[src/verilog/wwd_params.svh]
// Timing and width constants for the window supervisor
`ifndef WWD_PARAMS_SVH
`define WWD_PARAMS_SVH
`define WWD_CLK_HZ 20000000
`define WWD_CYC0_US 10
`define WWD_CYC1_US 100
`define WWD_CYC0_CLKS ((`WWD_CYC0_US * (`WWD_CLK_HZ / 1000000)))
`define WWD_CYC1_CLKS ((`WWD_CYC1_US * (`WWD_CLK_HZ / 1000000)))
`define WWD_LOW_MS 600
`define WWD_LOW_CLKS (`WWD_LOW_MS * (`WWD_CLK_HZ / 1000))
`define WWD_FILT_US 400
`define WWD_FILT_CLKS (`WWD_FILT_US * (`WWD_CLK_HZ / 1000000))
`define WWD_IRQ_LOW_US 100
`define WWD_IRQ_LOW_CLKS (`WWD_IRQ_LOW_US * (`WWD_CLK_HZ / 1000000))
`define WWD_IRQ_TO_US 300
`define WWD_IRQ_TO_CLKS (`WWD_IRQ_TO_US * (`WWD_CLK_HZ / 1000000))
`define WWD_IRQ_HIGH_US 300
`define WWD_IRQ_HIGH_CLKS (`WWD_IRQ_HIGH_US * (`WWD_CLK_HZ / 1000000))
`define WWD_CNT_W 8
`define WWD_ERR_W 6
`define WWD_ERR_MAX 6'h3f
`define WWD_OW_RST 8'h01
`define WWD_CW_RST 8'h01
`define WWD_THR_RST 6'h08
`endif

[src/verilog/wwd_pkg.sv]
// Types for the window supervisor
package wwd_pkg;
	typedef enum logic [2:0] {
		WWD_ST_OFF = 3'b001,
		WWD_ST_OPEN = 3'b010,
		WWD_ST_CLOSED = 3'b100
	} wwd_state_t;
	typedef enum logic [2:0] {
		WWD_IRQ_IDLE = 3'b001,
		WWD_IRQ_LOW = 3'b010,
		WWD_IRQ_HIGH = 3'b100
	} wwd_irq_state_t;
endpackage

[src/verilog/wwd_irq_line.sv]
// Active-low interrupt line with minimum low/high times and a time-out
`timescale 1ns/1ps
`include "wwd_params.svh"
module wwd_irq_line
	import wwd_pkg::*;
(
	// Clock and reset
	input wire logic clk_in,
	input wire logic srst_in,
	// Flag state
	input wire logic new_flag_in,
	input wire logic flags_pending_in,
	// Pin and miss pulse
	output logic irq_n_out,
	output logic missed_out
);
	wwd_irq_state_t st_r;
	logic [12:0] tmr_r;
	logic defer_r;

	// Line sequencing: low on new flag, held a minimum, released on clear or time-out
	always_ff @(posedge clk_in) begin
		missed_out <= 1'b0;
		if (srst_in) begin
			st_r <= WWD_IRQ_IDLE;
			tmr_r <= 13'h0000;
			irq_n_out <= 1'b1;
			defer_r <= 1'b0;
		end else begin
			case (st_r)
				WWD_IRQ_IDLE: begin
					if (new_flag_in || defer_r) begin
						st_r <= WWD_IRQ_LOW;
						irq_n_out <= 1'b0;
						tmr_r <= 13'h0000;
						defer_r <= 1'b0;
					end
				end
				WWD_IRQ_LOW: begin
					tmr_r <= tmr_r + 13'h0001;
					if (tmr_r >= 13'(`WWD_IRQ_TO_CLKS - 1)) begin
						st_r <= WWD_IRQ_HIGH;
						irq_n_out <= 1'b1;
						missed_out <= 1'b1;
						tmr_r <= 13'h0000;
					end else if (!flags_pending_in && tmr_r >= 13'(`WWD_IRQ_LOW_CLKS - 1)) begin
						st_r <= WWD_IRQ_HIGH;
						irq_n_out <= 1'b1;
						tmr_r <= 13'h0000;
					end
				end
				WWD_IRQ_HIGH: begin
					tmr_r <= tmr_r + 13'h0001;
					if (new_flag_in)
						defer_r <= 1'b1;
					if (tmr_r >= 13'(`WWD_IRQ_HIGH_CLKS - 1))
						st_r <= WWD_IRQ_IDLE;
				end
				default: st_r <= WWD_IRQ_IDLE;
			endcase
		end
	end
endmodule // wwd_irq_line

[src/verilog/wwd_window_supervisor.sv]
// Window watchdog core: windows, service sources, error counter and interrupt
`timescale 1ns/1ps
`include "wwd_params.svh"
// How it works
// - Service is a trigger-pin falling edge or a command write, per source select.
// - Valid service in open window starts closed window, then a new open window.
// - Valid service decrements error counter if nonzero, no interrupt.
// - Service in closed window: new open window, counter plus two, interrupt.
// - Open window expiry without service: counter plus two, interrupt, new open window.
// - Source selectable; command-write service is the reset default.
// - Window length is base cycle (10 or 100 us) times its count.
// - Error event whenever counter exceeds the configurable threshold.
// - Supervision only while the controller reset output is released.
// - First window after enabling is a 600 ms long open window.
// - Config change during long window restarts with a normal open window.
// - Only falling trigger-pin edges count; rising edges are ignored.
// - Trigger pin is filtered with a 400 us sampling time.
// - Command service is taken at the select rising edge ending a write.
// - New fault flags drive interrupt low; it goes high when the fault flag is cleared.
// - Interrupt low at least 100 us, then high at least 300 us.
// - Low time-out of 300 us releases line and sets missed flag.
module wwd_window_supervisor
	import wwd_pkg::*;
(
	// Clock and reset
	input wire logic clk_in,
	input wire logic srst_in,
	// Controller side pins
	input wire logic mcu_reset_out_n_in,
	input wire logic wd_trigger_pin_in,
	input wire logic spi_select_n_in,
	input wire logic wd_service_command_reg_wr_in,
	// Configuration
	input wire logic cfg_write_in,
	input wire logic cfg_pin_source_in,
	input wire logic wd_base_cycle_select_in,
	input wire logic [`WWD_CNT_W-1:0] open_window_cycle_count_in,
	input wire logic [`WWD_CNT_W-1:0] closed_window_cycle_count_in,
	input wire logic [`WWD_ERR_W-1:0] err_threshold_in,
	input wire logic flags_clear_in,
	// Status and pins
	output logic [`WWD_ERR_W-1:0] err_count_out,
	output logic wd_error_out,
	output logic in_open_window_out,
	output logic long_window_out,
	output logic wd_fault_flag_out,
	output logic missed_irq_flag_out,
	output logic irq_n_out
);
	wwd_state_t st_r;
	logic pin_src_r;
	logic cyc_sel_r;
	logic [`WWD_CNT_W-1:0] ow_r;
	logic [`WWD_CNT_W-1:0] cw_r;
	logic [`WWD_ERR_W-1:0] thr_r;
	logic [`WWD_ERR_W-1:0] err_r;
	logic [11:0] base_r;
	logic [`WWD_CNT_W-1:0] ncyc_r;
	logic [23:0] low_r;
	logic long_r;
	logic [2:0] rot_sync_r;
	logic [2:0] wdi_sync_r;
	logic [2:0] scs_sync_r;
	logic [12:0] filt_r;
	logic wdi_filt_r;
	logic wdi_fall_r;
	logic wr_seen_r;
	logic cmd_svc_r;
	logic invalid;
	logic valid;
	logic svc;
	logic base_tick;
	logic irq_missed;
	logic flag_r;
	logic miss_r;

	// Base tick length from the cycle select
	function automatic logic [11:0] wwd_base_len(input logic sel);
		wwd_base_len = sel ? 12'(`WWD_CYC1_CLKS - 1) : 12'(`WWD_CYC0_CLKS - 1);
	endfunction

	// Pin synchronisers; index 0 is read only by index 1
	always_ff @(posedge clk_in) begin
		if (srst_in) begin
			rot_sync_r <= 3'h0;
			wdi_sync_r <= 3'h0;
			scs_sync_r <= 3'h7;
		end else begin
			rot_sync_r <= {rot_sync_r[1:0], mcu_reset_out_n_in};
			wdi_sync_r <= {wdi_sync_r[1:0], wd_trigger_pin_in};
			scs_sync_r <= {scs_sync_r[1:0], spi_select_n_in};
		end
	end

	// Trigger pin filter: a level must hold one sampling time to be accepted
	always_ff @(posedge clk_in) begin
		wdi_fall_r <= 1'b0;
		if (srst_in) begin
			filt_r <= 13'h0000;
			wdi_filt_r <= 1'b0;
		end else if (wdi_sync_r[1] == wdi_filt_r) begin
			filt_r <= 13'h0000;
		end else if (filt_r >= 13'(`WWD_FILT_CLKS - 1)) begin
			filt_r <= 13'h0000;
			wdi_filt_r <= wdi_sync_r[1];
			wdi_fall_r <= wdi_filt_r;
		end else begin
			filt_r <= filt_r + 13'h0001;
		end
	end

	// Command service: any write since the last select rising edge, taken at select rising edge
	always_ff @(posedge clk_in) begin
		cmd_svc_r <= 1'b0;
		if (srst_in) begin
			wr_seen_r <= 1'b0;
		end else begin
			if (wd_service_command_reg_wr_in)
				wr_seen_r <= 1'b1;
			if (scs_sync_r[1] && !scs_sync_r[2]) begin
				cmd_svc_r <= wr_seen_r || wd_service_command_reg_wr_in;
				wr_seen_r <= 1'b0;
			end
		end
	end

	assign svc = pin_src_r ? wdi_fall_r : cmd_svc_r;
	assign base_tick = (base_r == 12'h000);
	assign valid = svc && (st_r == WWD_ST_OPEN);
	assign invalid = (svc && st_r == WWD_ST_CLOSED) ||
		(st_r == WWD_ST_OPEN && !long_r && base_tick && ncyc_r == 0 && !svc) ||
		(st_r == WWD_ST_OPEN && long_r && low_r == 24'h000000 && !svc);

	// Configuration; reset default is command service
	always_ff @(posedge clk_in) begin
		if (srst_in) begin
			pin_src_r <= 1'b0;
			cyc_sel_r <= 1'b0;
			ow_r <= `WWD_OW_RST;
			cw_r <= `WWD_CW_RST;
			thr_r <= `WWD_THR_RST;
		end else if (cfg_write_in) begin
			pin_src_r <= cfg_pin_source_in;
			cyc_sel_r <= wd_base_cycle_select_in;
			ow_r <= open_window_cycle_count_in;
			cw_r <= closed_window_cycle_count_in;
			thr_r <= err_threshold_in;
		end
	end

	// Window sequencing
	always_ff @(posedge clk_in) begin
		if (srst_in || !rot_sync_r[2]) begin
			st_r <= WWD_ST_OFF;
			long_r <= 1'b0;
			base_r <= 12'h000;
			ncyc_r <= 8'h00;
			low_r <= 24'h000000;
		end else begin
			base_r <= base_tick ? wwd_base_len(cyc_sel_r) : base_r - 12'h001;
			case (st_r)
				WWD_ST_OFF: begin
					st_r <= WWD_ST_OPEN;
					long_r <= 1'b1;
					low_r <= 24'(`WWD_LOW_CLKS - 1);
				end
				WWD_ST_OPEN: begin
					if (long_r)
						low_r <= low_r - 24'h000001;
					else if (base_tick)
						ncyc_r <= ncyc_r - 8'h01;
					if (valid) begin
						st_r <= WWD_ST_CLOSED;
						long_r <= 1'b0;
						base_r <= wwd_base_len(cyc_sel_r);
						ncyc_r <= cw_r - 8'h01;
					end else if (long_r && cfg_write_in) begin
						long_r <= 1'b0;
						// Settings load on this same edge, so take them from the inputs
						base_r <= wwd_base_len(wd_base_cycle_select_in);
						ncyc_r <= open_window_cycle_count_in - 8'h01;
					end else if (invalid) begin
						long_r <= 1'b0;
						base_r <= wwd_base_len(cyc_sel_r);
						ncyc_r <= ow_r - 8'h01;
					end
				end
				WWD_ST_CLOSED: begin
					if (base_tick)
						ncyc_r <= ncyc_r - 8'h01;
					if (invalid || (base_tick && ncyc_r == 0)) begin
						st_r <= WWD_ST_OPEN;
						base_r <= wwd_base_len(cyc_sel_r);
						ncyc_r <= ow_r - 8'h01;
					end
				end
				default: st_r <= WWD_ST_OFF;
			endcase
		end
	end

	// Error counter: up two on invalid, down one on valid, saturating
	always_ff @(posedge clk_in) begin
		if (srst_in) begin
			err_r <= 6'h00;
		end else if (invalid) begin
			err_r <= (err_r > 6'(`WWD_ERR_MAX - 2)) ? `WWD_ERR_MAX : err_r + 6'h02;
		end else if (valid && err_r != 6'h00) begin
			err_r <= err_r - 6'h01;
		end
	end

	// Sticky interrupt flags; a new event wins over the clear
	always_ff @(posedge clk_in) begin
		if (srst_in) begin
			flag_r <= 1'b0;
			miss_r <= 1'b0;
		end else begin
			flag_r <= invalid || (flag_r && !flags_clear_in);
			miss_r <= irq_missed || (miss_r && !flags_clear_in);
		end
	end

	// Registered status outputs
	always_ff @(posedge clk_in) begin
		if (srst_in) begin
			err_count_out <= 6'h00;
			wd_error_out <= 1'b0;
			in_open_window_out <= 1'b0;
			long_window_out <= 1'b0;
			wd_fault_flag_out <= 1'b0;
			missed_irq_flag_out <= 1'b0;
		end else begin
			err_count_out <= err_r;
			wd_error_out <= (err_r > thr_r);
			in_open_window_out <= (st_r == WWD_ST_OPEN);
			long_window_out <= long_r;
			wd_fault_flag_out <= flag_r;
			missed_irq_flag_out <= miss_r;
		end
	end

	// Interrupt pin driver
	wwd_irq_line wwd_irq_line_inst (
		.clk_in(clk_in),
		.srst_in(srst_in),
		.new_flag_in(invalid),
		.flags_pending_in(flag_r),
		.irq_n_out(irq_n_out),
		.missed_out(irq_missed)
	);
endmodule // wwd_window_supervisor

[config.mk]
export PLATFORM = sky130hd
export DESIGN_NAME = wwd_window_supervisor
export DESIGN_NICKNAME = d
export VERILOG_FILES = /design/src/verilog/wwd_pkg.sv /design/src/verilog/wwd_irq_line.sv /design/src/verilog/wwd_window_supervisor.sv
export VERILOG_INCLUDE_DIRS = /design/src /design/src/verilog
export SDC_FILE = /design/constraint.sdc
export NUM_CORES = 1
export LEC_CHECK = 0
export BUFFER_PORTS_ARGS = -buffer_cell sky130_fd_sc_hd__buf_2
export CAP_MARGIN = 15
export CELL_PAD_IN_SITES_DETAIL_PLACEMENT = 1
export CELL_PAD_IN_SITES_GLOBAL_PLACEMENT = 1
export CORE_UTILIZATION = 35
export CTS_BUF_LIST = sky130_fd_sc_hd__clkbuf_8
export DETAILED_ROUTE_END_ITERATION = 7
export GPL_TIMING_DRIVEN = 0
export PLACE_DENSITY_LB_ADDON = 0.1
export SLEW_MARGIN = 20
export SYNTH_ARGS = -nofsm -noshare
export SYNTH_HDL_FRONTEND = slang
export SYNTH_SLANG_ARGS = --single-unit
[constraint.sdc]
create_clock -name clk_in -period 4.05 [get_ports clk_in]
set_clock_uncertainty 0.2 [all_clocks]
set_input_delay 0.405 -clock clk_in [delete_from_list [all_inputs] [get_ports clk_in]]
set_output_delay 0.405 -clock clk_in [all_outputs]
set_load 0.02 [all_outputs]
Yosys cells after proc, flatten, opt, wreduce, memory -nomap -nowiden
Index checks and enable logic that the tools add are counted.

Memory bits (writable): 0. Bits in read-only memories: 0. Bits in latches: 0. Bits of input ports: 32. Logic and storage cells: 165. Flip-flop bits (word level): 135. Memories: 0.

$mul: 0. Eq/ne operators: 16. Reductions and logical operators: 54. Multiplexer cells: 44. Shifts and indexed selects: 0. Bitwise logic cells: 4. Add/sub/neg operators: 10. Magnitude comparators: 5. Div/mod/pow operators: 0.

Operators with widths (number): $mux W12 (5); $mux W8 (6); $pmux W24 S2 (1); $mux W13 (3); $pmux W13 S3 (1); $sub A8 B1 Y8 const B (4); $add A13 B1 Y13 const B (2); $ge A13 B13 Y1 const B (2); $logic_not A24 Y1 (1); $mux W24 (1); $pmux W12 S2 (1); $sub A24 B1 Y24 const B (1); $mux W11 (2); $mux W3 (6); $mux W6 (3); $pmux W3 S3 (2); $logic_and A1 B1 Y1 (16); $pmux W8 S2 (1); $ge A13 B11 Y1 const B (1); $logic_not A12 Y1 (1); $reduce_and A2 Y1 (6); $sub A12 B1 Y12 const B (1); $reduce_bool A2 Y1 (5); $mux W1 (9); 23 further kinds (52).

Longest topological paths before layout
Gate-level depths: netlist of the first run.

Depth in word-level cells: 11. Gate-level depth with buffers: 11. Mapped depth without buffers: 9.

Cells and area by module
A second synthesis of the first run with hierarchy kept.

Cells, all modules: 815. Area total of the unflattened synthesis: 6941.7 µm².

Modules (own cells, without submodules): wwd_window_supervisor (instances 1, sequential area each 2322.2 µm², area each 5970.7 µm², cells an instance 699); wwd_irq_line (instances 1, sequential area each 380.4 µm², area each 970.9 µm², cells an instance 116).

Worst setup path before layout of the first run
No wires, ideal clock.

Kind: register to register. Start: reg low_r[2]. End: reg ncyc_r[5]. Clock period less this slack: 2.813 ns. Setup slack: 1.237 ns. Stages on the path, launching flop included: 9. Buffers on the path: 1. Arrival: 2.487 ns. Library setup time: 0.125 ns. Cell sequence: dfxtp_1 or4_4 or3_4 or3_4 buf_6 and2_4 or3_1 a31oi_1 o22ai_1.

Word-level cells in the longest chain between the ends: 8.

Ends and longest elaborated chain: from (decl) (RTL line wwd_window_supervisor.sv:59) `logic [23:0] low_r;`; from (signal assigned) (RTL line wwd_window_supervisor.sv:165) `` low_r <= 24'(`WWD_LOW_CLKS - 1); ``; from (signal assigned) (RTL line wwd_window_supervisor.sv:169) `low_r <= low_r - 24'h000001;`; $logic_not A24 Y1 (*) (RTL line wwd_window_supervisor.sv:132) `(st_r == WWD_ST_OPEN && long_r && low_r == 24'h000000 && !svc);`; $logic_and A1 B1 Y1 (*) (2 in a row) (RTL line wwd_window_supervisor.sv:132); $logic_or A1 B1 Y1 (*) (RTL line wwd_window_supervisor.sv:131) `(st_r == WWD_ST_OPEN && !long_r && base_tick && ncyc_r == 0 && !svc) ||`; $mux W8 (RTL line wwd_window_supervisor.sv:182) `end else if (invalid) begin`; $mux W8 (RTL line wwd_window_supervisor.sv:177) `end else if (long_r && cfg_write_in) begin`; $mux W8 (RTL line wwd_window_supervisor.sv:172) `if (valid) begin`; $pmux W8 S2 (RTL line wwd_window_supervisor.sv:161) `case (st_r)`; to (signal assigned) (RTL line wwd_window_supervisor.sv:171) `ncyc_r <= ncyc_r - 8'h01;`; to (signal assigned) (RTL line wwd_window_supervisor.sv:176) `ncyc_r <= cw_r - 8'h01;`; to (signal assigned) (RTL line wwd_window_supervisor.sv:181) `ncyc_r <= open_window_cycle_count_in - 8'h01;`; to (decl) (RTL line wwd_window_supervisor.sv:58) `` logic [`WWD_CNT_W-1:0] ncyc_r; ``.

Every way passes the cells marked *; elsewhere a longest branch is shown, timed or not. A chain may end at the register's enable or synchronous reset.

Worst setup path in the final report of the first run
Start: reg base_r[0]. End: reg ncyc_r[7].

Word-level cells in the longest chain between the ends: 10.

Ends and longest elaborated chain: from (decl) (RTL line wwd_window_supervisor.sv:57) `logic [11:0] base_r;`; from (signal assigned) (RTL line wwd_window_supervisor.sv:160) `base_r <= base_tick ? wwd_base_len(cyc_sel_r) : base_r - 12'h001;`; from (signal assigned) (RTL line wwd_window_supervisor.sv:175) `base_r <= wwd_base_len(cyc_sel_r);`; from (signal assigned) (RTL line wwd_window_supervisor.sv:180) `base_r <= wwd_base_len(wd_base_cycle_select_in);`; $logic_not A12 Y1 (*) (RTL line wwd_window_supervisor.sv:128) `assign base_tick = (base_r == 12'h000);`; $logic_and A1 B1 Y1 (3 in a row) (RTL line wwd_window_supervisor.sv:131); $logic_or A1 B1 Y1 (RTL line wwd_window_supervisor.sv:130) `assign invalid = (svc && st_r == WWD_ST_CLOSED) ||`; $logic_or A1 B1 Y1 (RTL line wwd_window_supervisor.sv:131); $mux W8 (RTL line wwd_window_supervisor.sv:182); $mux W8 (RTL line wwd_window_supervisor.sv:177); $mux W8 (RTL line wwd_window_supervisor.sv:172); $pmux W8 S2 (RTL line wwd_window_supervisor.sv:161).

Every way passes the cells marked *; elsewhere a longest branch is shown, timed or not. The select of a mux whose other input is x is not followed.

==> results.py, run 1 <==
metrics = {
    "status": {
        "status": "completed",
    },
    "timing": {
        "max_freq_mhz": 306,
        "setup_viol": 0,
        "finalCritPeriodShare_pct": 80.6,
        "slew_headroom_pct": 30.9,
        "final_max_slew_viol_count": 0,
        "finalCriticalPeriod_ns": 3.26,
        "hold_viol_final": 0,
        "rsz0062_at_grt": "false",
        "worst_slack_ns": 0.787,
        "tightest_slew_ns": 1.04,
        "finalSetupTns_ns": 0,
    },
    "drt": {
        "routed_wl_microns": 20500,
        "dr.pass1.iters": 5,
        "vias": 6142,
        "antenna_left": 0,
        "first_iter_violations": 246,
        "drcViolationCount": 0,
        "via_per_inst": 5.28,
        "routedWlPerCell_microns": 17.6,
    },
    "clocking": {
        "root_buffer": "clkbuf_8",
        "clkTransAtPathRegs_ns": 0.08,
        "cts_max_path_buffers": 2,
        "cts_sinks": 135,
        "cts_inserted_buffers": 17,
        "cts_tree": "yes",
        "htreeDepth": 4,
        "worstSkewPairLatency_ns": 0.46,
    },
    "floorplanning": {
        "die_y_microns": 142,
        "die_x_microns": 142,
        "rows": 50,
        "core_sq_um": 19000,
        "start_util_pct": 36.3,
        "pin_count": 44,
        "die_area_sq_um": 20200,
    },
    "synth": {
        "synth_edf_count": 0,
        "synth.cell_area_sq_um": 6880,
        "synthCells": 813,
        "synth_fp_nets": 867,
        "synth_async_sr_flop_share_pct": 0,
        "synth_cell_types": 71,
        "avgSynthCellArea_sq_um": 8.46,
        "ys_warn_count": 0,
        "ys.flop_type": "dfxtp_1",
        "seq_area_frac_synth_pct": 39.3,
        "ys_ff_latch": 135,
    },
    "placed_design": {
        "place.gp.congestion": 0.816,
        "portBuffers": 43,
        "dp_slack_ns": 0.838,
        "place_hpwl_microns": 15000,
        "dp_cells": 1116,
    },
    "global_routing": {
        "grt-busiest-layer": "met2",
        "use_met1_pct": 26.4,
        "grt_pass1_wl_microns": 33300,
        "grt_use_met3_pct": 4.21,
        "use_met2_pct": 36.2,
        "grt.total_usage_pct": 21.2,
        "overflow": 0,
        "grt_max_degree": 17,
        "grt_pass1_vias": 6334,
        "grt_antenna_before_repair": 0,
    },
    "worst_setup_path": {
        "crit_chain": "inv_1 -> ha_1 -> nor3b_1 -> and3_1 -> clkbuf_1 -> clkbuf_1 -> nand4_1 -> xor2_1 -> mux2i_1 -> nor3_1 -> o22ai_1",
        "cpMaxStageDelayCell": "nor3b_1",
        "crit_path_max_fanout": 10,
        "reg2reg_depth": 11,
        "crit_buf_inv": 3,
        "crit_cells": 11,
        "critPathRequiredTime_ns": 4.19,
        "path_class": "reg2reg",
        "crit_path_start_kind": "flop",
        "cpMostUsedCell": "clkbuf_1",
        "slowest_delay_ns": 0.58,
        "critical_path_arrival_ns": 3.40,
        "cp-end-kind": "flop",
        "cp_top_family": "simple AND/OR/NAND/NOR gates",
    },
    "worst_hold_path": {
        "min_path_cells": 3,
        "hp-class": "in2reg",
    },
    "power_and_ir_drop": {
        "powerDensity_nw_per_um2": 371,
        "leakage_uw": 0.00328,
        "irDropWorstVdd_mv": 0.192,
    },
    "finish": {
        "post-route-util_pct": 42.4,
        "nets": 946,
        "area_growth_pct": 16.9,
        "num_antenna_cells": 0,
        "stdcell_count": 1163,
        "drive_above_1_share_pct": 11.5,
    },
    "flow_run": {
        "timing.max_cap.violations": 0,
    },
}
layout make-up:
class	instances	area [sq um]
plain buffers	32	183
clock buffers	18	248
clock inverters	12	201
fillers	2280	10900
inverters	32	120
multi-input cells	614	3870
flip-flops and latches	135	2700
well taps	260	325
repair buffers	60	385
sequential cells by signal (all words and copies together) (netlist names), 2 cells and up:
signal / flops
base_r: 12
cw_r: 8
err_count_out: 6
err_r: 6
filt_r: 13
low_r: 24
ncyc_r: 8
ow_r: 8
rot_sync_r: 3
scs_sync_r: 3
st_r: 3
thr_r: 6
wdi_sync_r: 2
wwd_irq_line_inst.st_r: 3
wwd_irq_line_inst.tmr_r: 13
timing repair:
item                                   in CTS  in global routing
setup endpoints to repair                   0                  0
hold buffers                               17                  0
setup buffers                               0                  0
endpoints found under the hold margin      17                  0
resized for setup                           0                  0
synth_stat cells (3+ instances only):
| library cell | number | area (sq um) |
|---|---|---|
| nor4_1 | 22 | 138 |
| or3_1 | 9 | 56.3 |
| o221ai_1 | 3 | 26.3 |
| ha_1 | 22 | 275 |
| dfxtp_1 | 135 | 2700 |
| a21oi_1 | 52 | 260 |
| buf_1 | 7 | 26.3 |
| and3_1 | 10 | 62.6 |
| nor3b_1 | 6 | 45.0 |
| mux2_2 | 3 | 33.8 |
| or4_1 | 4 | 30.0 |
| xnor2_1 | 28 | 245 |
| and4_1 | 3 | 26.3 |
| nor4b_1 | 3 | 26.3 |
| clkbuf_1 | 16 | 60.1 |
| nand4_1 | 15 | 93.8 |
| inv_1 | 32 | 120 |
| o21ai_0 | 26 | 130 |
| nand2_1 | 58 | 218 |
| o211ai_1 | 5 | 37.5 |
| a31oi_1 | 12 | 75.1 |
| nor2_1 | 114 | 428 |
| buf_6 | 4 | 45.0 |
| a211oi_1 | 8 | 60.1 |
| nor2b_1 | 13 | 81.3 |
| nand3_1 | 26 | 130 |
| clkbuf_8 | 3 | 41.3 |
| xor2_1 | 42 | 368 |
| nand2b_1 | 10 | 62.6 |
| o21a_1 | 8 | 60.1 |
| nor3_1 | 27 | 135 |
| or2_2 | 3 | 18.8 |
| o32ai_1 | 3 | 26.3 |
| a22oi_1 | 3 | 22.5 |
| mux2i_1 | 31 | 310 |
kinds of logic (layout without fill, tap and decap cells):
| kind of cell | Yosys count | count (layout) | synth area share, % |
|---|---|---|---|
| and+or+nand+nor | 340 | 340 | 24.7 |
| AOI/OAI and AO/OA | 148 | 148 | 13.7 |
| DFF | 135 | 135 | 39.3 |
| xor gates and xnor gates | 70 | 70 | 8.92 |
| buffers and inverters | 64 | 154 | 4.40 |
| muxes | 34 | 34 | 5.00 |
| adders and majority gates | 22 | 22 | 4.00 |
routing by layer:
metal,routed length [microns],vias up
met2,9870,80
met4,469,0
met5,0,-
met1,9580,3009
met3,578,26
li1,-,3027
path summary, 6_finish.rpt:
check	startpoint	end	slack [ns]
worst max register to register	base_r[0]	ncyc_r[7]	0.79
worst min register to register	scs_sync_r[0]	scs_sync_r[1]	0.22
worst max-delay path	base_r[0]	ncyc_r[7]	0.79
worst min-delay path	err_threshold_in[1]	thr_r[1]	0.03
stage by stage:
| step | power [uW] | area [sq um] | hold slack (ns) |
|---|---|---|---|
| CTS | 3020 | 8040 | 0.00100 |
| global placement | 1680 | 7420 | 0.193 |
| finish | 2980 | 8040 | 0.0297 |
| floorplan | 1600 | 6880 | 0.189 |
| detailed placement | 1690 | 7420 | 0.201 |
| global route | 3110 | 8040 | 0.0419 |
tightest hold or removal path: stages:
cell and delay, ns:
buf_2 0.08, mux2i_1 0.06, nor2_1 0.09
where the power goes:
part	internal, uW	total, uW	switching (uW)
Clock	744	1310	564
Sequential	1350	1370	21.8
Combinational	130	305	175
cell usage in the layout, fill, tap and decap left out, drive strengths merged, types with 26 or more instances in the layout:
cell type	count
a21oi	53
buf	56
clkbuf	37
dfxtp	135
inv	33
mux2i	31
nand2	60
nand3	26
nor2	114
nor3	27
o21ai	27
xnor2	28
xor2	42
Note: power is estimated with default switching activity, not from simulation.
==> run 2: changes to the inputs <==
- ABC_AREA: default -> 1
- clock period: 4.05 -> 3.3 ns (I/O delays scaled with it)
==> results.py, run 2 <==
metrics = {
    "drt": {
        "via_per_inst": 4.85,
        "top_layer": "met4",
        "routedWlPerCell_microns": 14.5,
        "drcViolationCount": 0,
        "vias": 7136,
        "dr.pass1.iters": 4,
        "routed-wl-met3_microns": 550,
        "first_iter_violations": 233,
        "antenna_left": 0,
        "routed_wl_microns": 21300,
        "met2_length_microns": 10100,
        "m1WireLength_microns": 10600,
    },
    "timing": {
        "final_max_slew_viol_count": 0,
        "slew_headroom_pct": 39.5,
        "tightest_slew_ns": 0.899,
        "setup_viol": 0,
        "finalCritPeriodShare_pct": 77.8,
        "rsz0062_at_grt": "false",
        "finalSetupTns_ns": 0,
        "max_freq_mhz": 390,
        "finalCriticalPeriod_ns": 2.57,
        "hold_viol_final": 0,
    },
    "synth": {
        "synthCells": 1098,
        "ys.flop_type": "dfxtp_1",
        "synth_cell_types": 52,
        "synthTopCellsByArea": "dfxtp_1, nand2_1, nor2_1",
        "avgSynthCellArea_sq_um": 6.83,
        "yosysMostFrequentCell": "nand2_1",
        "synth_edf_count": 0,
        "ys_ff_latch": 135,
        "synth_async_sr_flop_share_pct": 0,
        "synth_fp_nets": 1152,
        "seq_area_frac_synth_pct": 36.1,
        "yosysTopAreaCellShare_pct": 36.1,
        "synth_common_cells": "nand2_1, nor2_1, inv_1",
        "synth_top_area_cell": "dfxtp_1",
        "ys_warn_count": 0,
        "synth.cell_area_sq_um": 7490,
    },
    "finish": {
        "final_common_cell": "nand2_1",
        "nFillCells": 2720,
        "area_growth_pct": 15.1,
        "drive_above_1_share_pct": 11.6,
        "top_regs": "low_r (24), filt_r (13), wwd_irq_line_inst.tmr_r (13)",
        "regMostFlops": "low_r",
        "stdcell_count": 1470,
        "final_cell_mix": "nand2_1, nor2_1, inv_1",
        "multiInputGateArea_sq_um": 4080,
        "num_antenna_cells": 0,
        "nets": 1237,
        "largest_register_ff_count": 24,
        "seqCellArea_sq_um": 2700,
    },
    "global_routing": {
        "grt_pass1_wl_microns": 36500,
        "overflow": 0,
        "grt_antenna_before_repair": 0,
        "grt.total_usage_pct": 20.7,
        "grt_max_degree": 17,
        "grt_pass1_vias": 7387,
    },
    "worst_setup_path": {
        "critPathRequiredTime_ns": 3.44,
        "crit_path_max_fanout": 10,
        "crit_path_start_kind": "flop",
        "regToRegStartpoint": "base_r[0]",
        "cp-startpoint": "base_r[0]",
        "critical_path_arrival_ns": 2.71,
        "path_class": "reg2reg",
        "cp-end-kind": "flop",
    },
    "clocking": {
        "htreeDepth": 4,
        "cts_inserted_buffers": 17,
        "cts_hold_buf": 24,
        "worstSkewPairLatency_ns": 0.45,
        "cts_sinks": 135,
        "post_cts_resize_count": 0,
        "cts_tree": "yes",
        "post_cts_buffers": 0,
        "cts_max_path_buffers": 2,
        "root_buffer": "clkbuf_8",
        "clkTransAtPathRegs_ns": 0.08,
    },
    "flow_run": {
        "timing.max_cap.violations": 0,
    },
    "floorplanning": {
        "core_sq_um": 21000,
        "die_x_microns": 148,
        "start_util_pct": 35.7,
        "rows": 53,
        "pin_count": 44,
        "die_area_sq_um": 22000,
        "die_y_microns": 148,
    },
    "power_and_ir_drop": {
        "powerDensity_nw_per_um2": 383,
        "leakage_uw": 0.00399,
        "irDropWorstVdd_mv": 0.225,
    },
    "placed_design": {
        "dp_cells": 1415,
        "portBuffers": 42,
        "place_hpwl_microns": 16500,
        "place.gp.congestion": 0.790,
    },
    "worst_hold_path": {
        "min_from": "open_window_cycle_count_in[4]",
        "hp-class": "in2reg",
    },
    "status": {
        "status": "completed",
    },
}
run 2: cell types whose count changed after synthesis, moves of 33 or more:
cell | before | now
a21oi_1 | 52 | 87
inv_1 | 32 | 137
nand2_1 | 58 | 216
nand3_1 | 26 | 70
nor2_1 | 114 | 147
o21ai_0 | 26 | 64
run 2: report_power, final:
group / internal, uW / switching, uW
clock: 519 / 710
combinational: 146 / 250
sequential: 1660 / 21.3
run 2: cells by family (layout without fill, tap and decap cells):
group / count (synthesis) / after routing / share of synthesized area (%)
AOI/OAI and AO/OA: 201 / 201 / 14.8
xor gates and xnor gates: 36 / 36 / 4.21
adders and majority gates: 22 / 22 / 3.67
buffers and inverters: 182 / 279 / 9.48
DFF: 135 / 135 / 36.1
and+or+nand+nor: 522 / 522 / 31.8
run 2: metrics by stage:
step	setup WS, ns	instance area, sq um	total power (uW)	util [%]	hold slack, ns
2_1_floorplan	1.17	7490	1980	-	0.188
3_3_place_gp	0.711	8050	2090	38.3	0.197
3_5_place_dp	0.728	8050	2090	38.3	0.204
4_1_cts	0.705	8630	3360	41.0	0.00490
5_1_grt	0.457	8630	3480	41.0	0.0332
6_report	0.734	8630	3310	41.0	0.0380
run 2: layer usage:
metal / vias up / track usage, %
met4: 0 / 5.46
li1: 3722 / -
met2: 74 / 34.8
met1: 3332 / 27.7
met3: 8 / 3.04
met5: - / 0
run 2: final timing paths:
check / end / cells after the start / slack [ns]
worst min-delay path: ow_r[4] / 3 / 0.04
worst min register to register: rot_sync_r[1] / 2 / 0.22
worst max register to register: ncyc_r[2] / 14 / 0.73
worst max-delay path: ncyc_r[2] / 14 / 0.73
run 2: cell type report:
| type | count | area share, % |
|---|---|---|
| Sequential cell | 135 | 31.3 |
| Tap cell | 275 | 3.99 |
| Clock inverter | 14 | 1.19 |
| Multi-Input combinational cell | 781 | 47.3 |
| Timing Repair Buffer | 66 | 5.22 |
| Buffer | 29 | 1.55 |
| Clock buffer | 17 | 2.71 |
| Inverter | 153 | 6.69 |
run 2: critical path: stages (launching register included):
cell and delay (ns):
dfxtp_1 0.33, inv_1 0.16, ha_1 0.20, nand2_1 0.05, nor2_1 0.16, nand3_2 0.17
nor2_4 0.18, nand3_2 0.14, nand2_8 0.16, o21ai_4 0.11, nand2_4 0.12, buf_6 0.16
nand2_1 0.06, a21oi_1 0.20, nor2_1 0.07
==> run 3: changes to the inputs <==
- clock period: 3.3 -> 2.5 ns (I/O delays scaled with it)
==> results.py, run 3 (synthesized netlist as in run 2, its figures left out) <==
metrics = {
    "status": {
        "status": "completed",
    },
    "global_routing": {
        "grt_antenna_before_repair": 0,
        "grt_pass1_wl_microns": 36700,
        "grt.total_usage_pct": 20.9,
        "overflow": 0,
        "grt_max_degree": 17,
        "grt_pass1_vias": 7440,
    },
    "floorplanning": {
        "die_x_microns": 148,
        "pin_count": 44,
        "die_y_microns": 148,
        "core_sq_um": 21000,
        "rows": 53,
        "die_area_sq_um": 22000,
        "start_util_pct": 35.7,
    },
    "placed_design": {
        "portBuffers": 42,
        "place_hpwl_microns": 16500,
        "place.gp.congestion": 0.790,
    },
    "timing": {
        "hold_viol_final": 0,
        "setup_viol": 0,
        "finalCriticalPeriod_ns": 2.35,
        "tightest_slew_ns": 0.618,
        "max_freq_mhz": 426,
        "timing.hold.ws_ns": 0.0383,
        "finalCritPeriodShare_pct": 93.9,
        "final_max_slew_viol_count": 0,
        "slew_headroom_pct": 58.8,
    },
    "finish": {
        "largest_register_ff_count": 24,
        "final_common_cell": "nand2_1",
        "multiInputGateArea_sq_um": 4150,
        "area_growth_pct": 18.0,
        "num_antenna_cells": 0,
        "regMostFlops": "low_r",
        "drive_above_1_share_pct": 13.6,
        "top_regs": "low_r (24), filt_r (13), wwd_irq_line_inst.tmr_r (13)",
        "final_cell_mix": "nand2_1, nor2_1, inv_1",
        "nets": 1252,
        "seqCellArea_sq_um": 2700,
        "nFillCells": 2712,
        "post-route-util_pct": 42.1,
    },
    "drt": {
        "routed-wl-met3_microns": 494,
        "top_layer": "met4",
        "first_iter_violations": 204,
        "met2_length_microns": 10200,
        "drcViolationCount": 0,
        "routed_wl_microns": 21700,
        "antenna_left": 0,
        "vias": 7272,
        "dr.pass1.iters": 4,
        "via_per_inst": 4.90,
        "m1WireLength_microns": 10700,
        "routedWlPerCell_microns": 14.6,
    },
    "power_and_ir_drop": {
        "irDropWorstVdd_mv": 0.294,
        "powerDensity_nw_per_um2": 497,
        "leakage_uw": 0.00409,
    },
    "clocking": {
        "htreeDepth": 4,
        "cts_max_path_buffers": 2,
        "cts_inserted_buffers": 17,
        "root_buffer": "clkbuf_8",
        "worstSkewPairLatency_ns": 0.45,
        "cts_tree": "yes",
        "clkTransAtPathRegs_ns": 0.09,
        "cts_sinks": 135,
    },
    "worst_setup_path": {
        "crit_path_max_fanout": 10,
        "crit_buf_inv": 4,
        "slowest_delay_ns": 0.33,
        "crit_path_start_kind": "flop",
        "cpMaxStageDelayCell": "dfxtp_1",
        "path_class": "reg2reg",
        "crit_chain": "inv_1 -> o21ai_2 -> inv_2 -> nor2_4 -> inv_1 -> nand2_1 -> o21ai_4 -> nand2_4 -> buf_6 -> nand2_1 -> a21oi_2 -> nor2_1",
        "cp-end-kind": "flop",
        "critPathRequiredTime_ns": 2.64,
        "cp_top_family": "simple AND/OR/NAND/NOR gates",
        "critical_path_arrival_ns": 2.49,
    },
    "worst_hold_path": {
        "hp-class": "in2reg",
    },
    "flow_run": {
        "timing.max_cap.violations": 0,
    },
}
## run 3: changes by cell type in the layout (fill, tap and decap cells not counted), sizes merged
cell         change
dlygate4sd3      +5
clkbuf           +3
buf              +7
## run 3: timing repair
item | in CTS | in global routing
pin swaps | 2 | 6
cloned | 0 | 1
setup endpoints to repair | 15 | 47
hold endpoints to repair | 31 | 0
gates resized for setup | 1 | 26
hold buffers | 29 | 0
buffers inserted | 2 | 7
## run 3: worst min-delay path: stages
cell	delay [ns]
buf_2	0.12
o21ai_0	0.11
a21oi_1	0.15
## run 3: cell type report
| type | count | area share, % |
|---|---|---|
| plain buffers | 29 | 1.64 |
| clock buffers | 17 | 2.64 |
| clock inverters | 14 | 1.16 |
| inverters | 153 | 6.52 |
| multi-input cells | 781 | 46.9 |
| flip-flops and latches | 135 | 30.6 |
| well taps | 275 | 3.89 |
| repair buffers | 81 | 6.70 |
## run 3: path summary, 6_finish.rpt
kind / start / end / cells after the start / slack (ns)
max: cmd_svc_r / ncyc_r[2] / 12 / 0.15
min: open_window_cycle_count_in[6] / ow_r[6] / 3 / 0.04
max reg2reg: cmd_svc_r / ncyc_r[2] / 12 / 0.15
min reg2reg: rot_sync_r[0] / rot_sync_r[1] / 2 / 0.22
## run 3: power breakdown
| group | total (uW) | internal (uW) | switching [uW] |
|---|---|---|---|
| Sequential | 2220 | 2190 | 28.7 |
| Clock | 1620 | 685 | 936 |
| Combinational | 553 | 215 | 338 |
## run 3: per-layer routing
layer  global-route usage, %  vias to the layer above
met4                    5.82                        0
met5                       0                        -
met2                    35.1                       84
met3                    3.10                       20
li1                        -                     3754
met1                    27.7                     3414
## run 3: through the flow
step	setup slack, ns	instances	total power, uW	instance area, sq um	setup TNS [ns]
after floorplan	0.371	1098	2610	7490	0
after global placement	-0.0894	1415	2760	8050	-0.438
after detailed placement	-0.0718	1415	2770	8050	-0.528
after CTS	0.0264	1477	4450	8690	0
after global routing	-0.0218	1485	4630	8850	-0.0388
final	0.153	1485	4390	8850	0
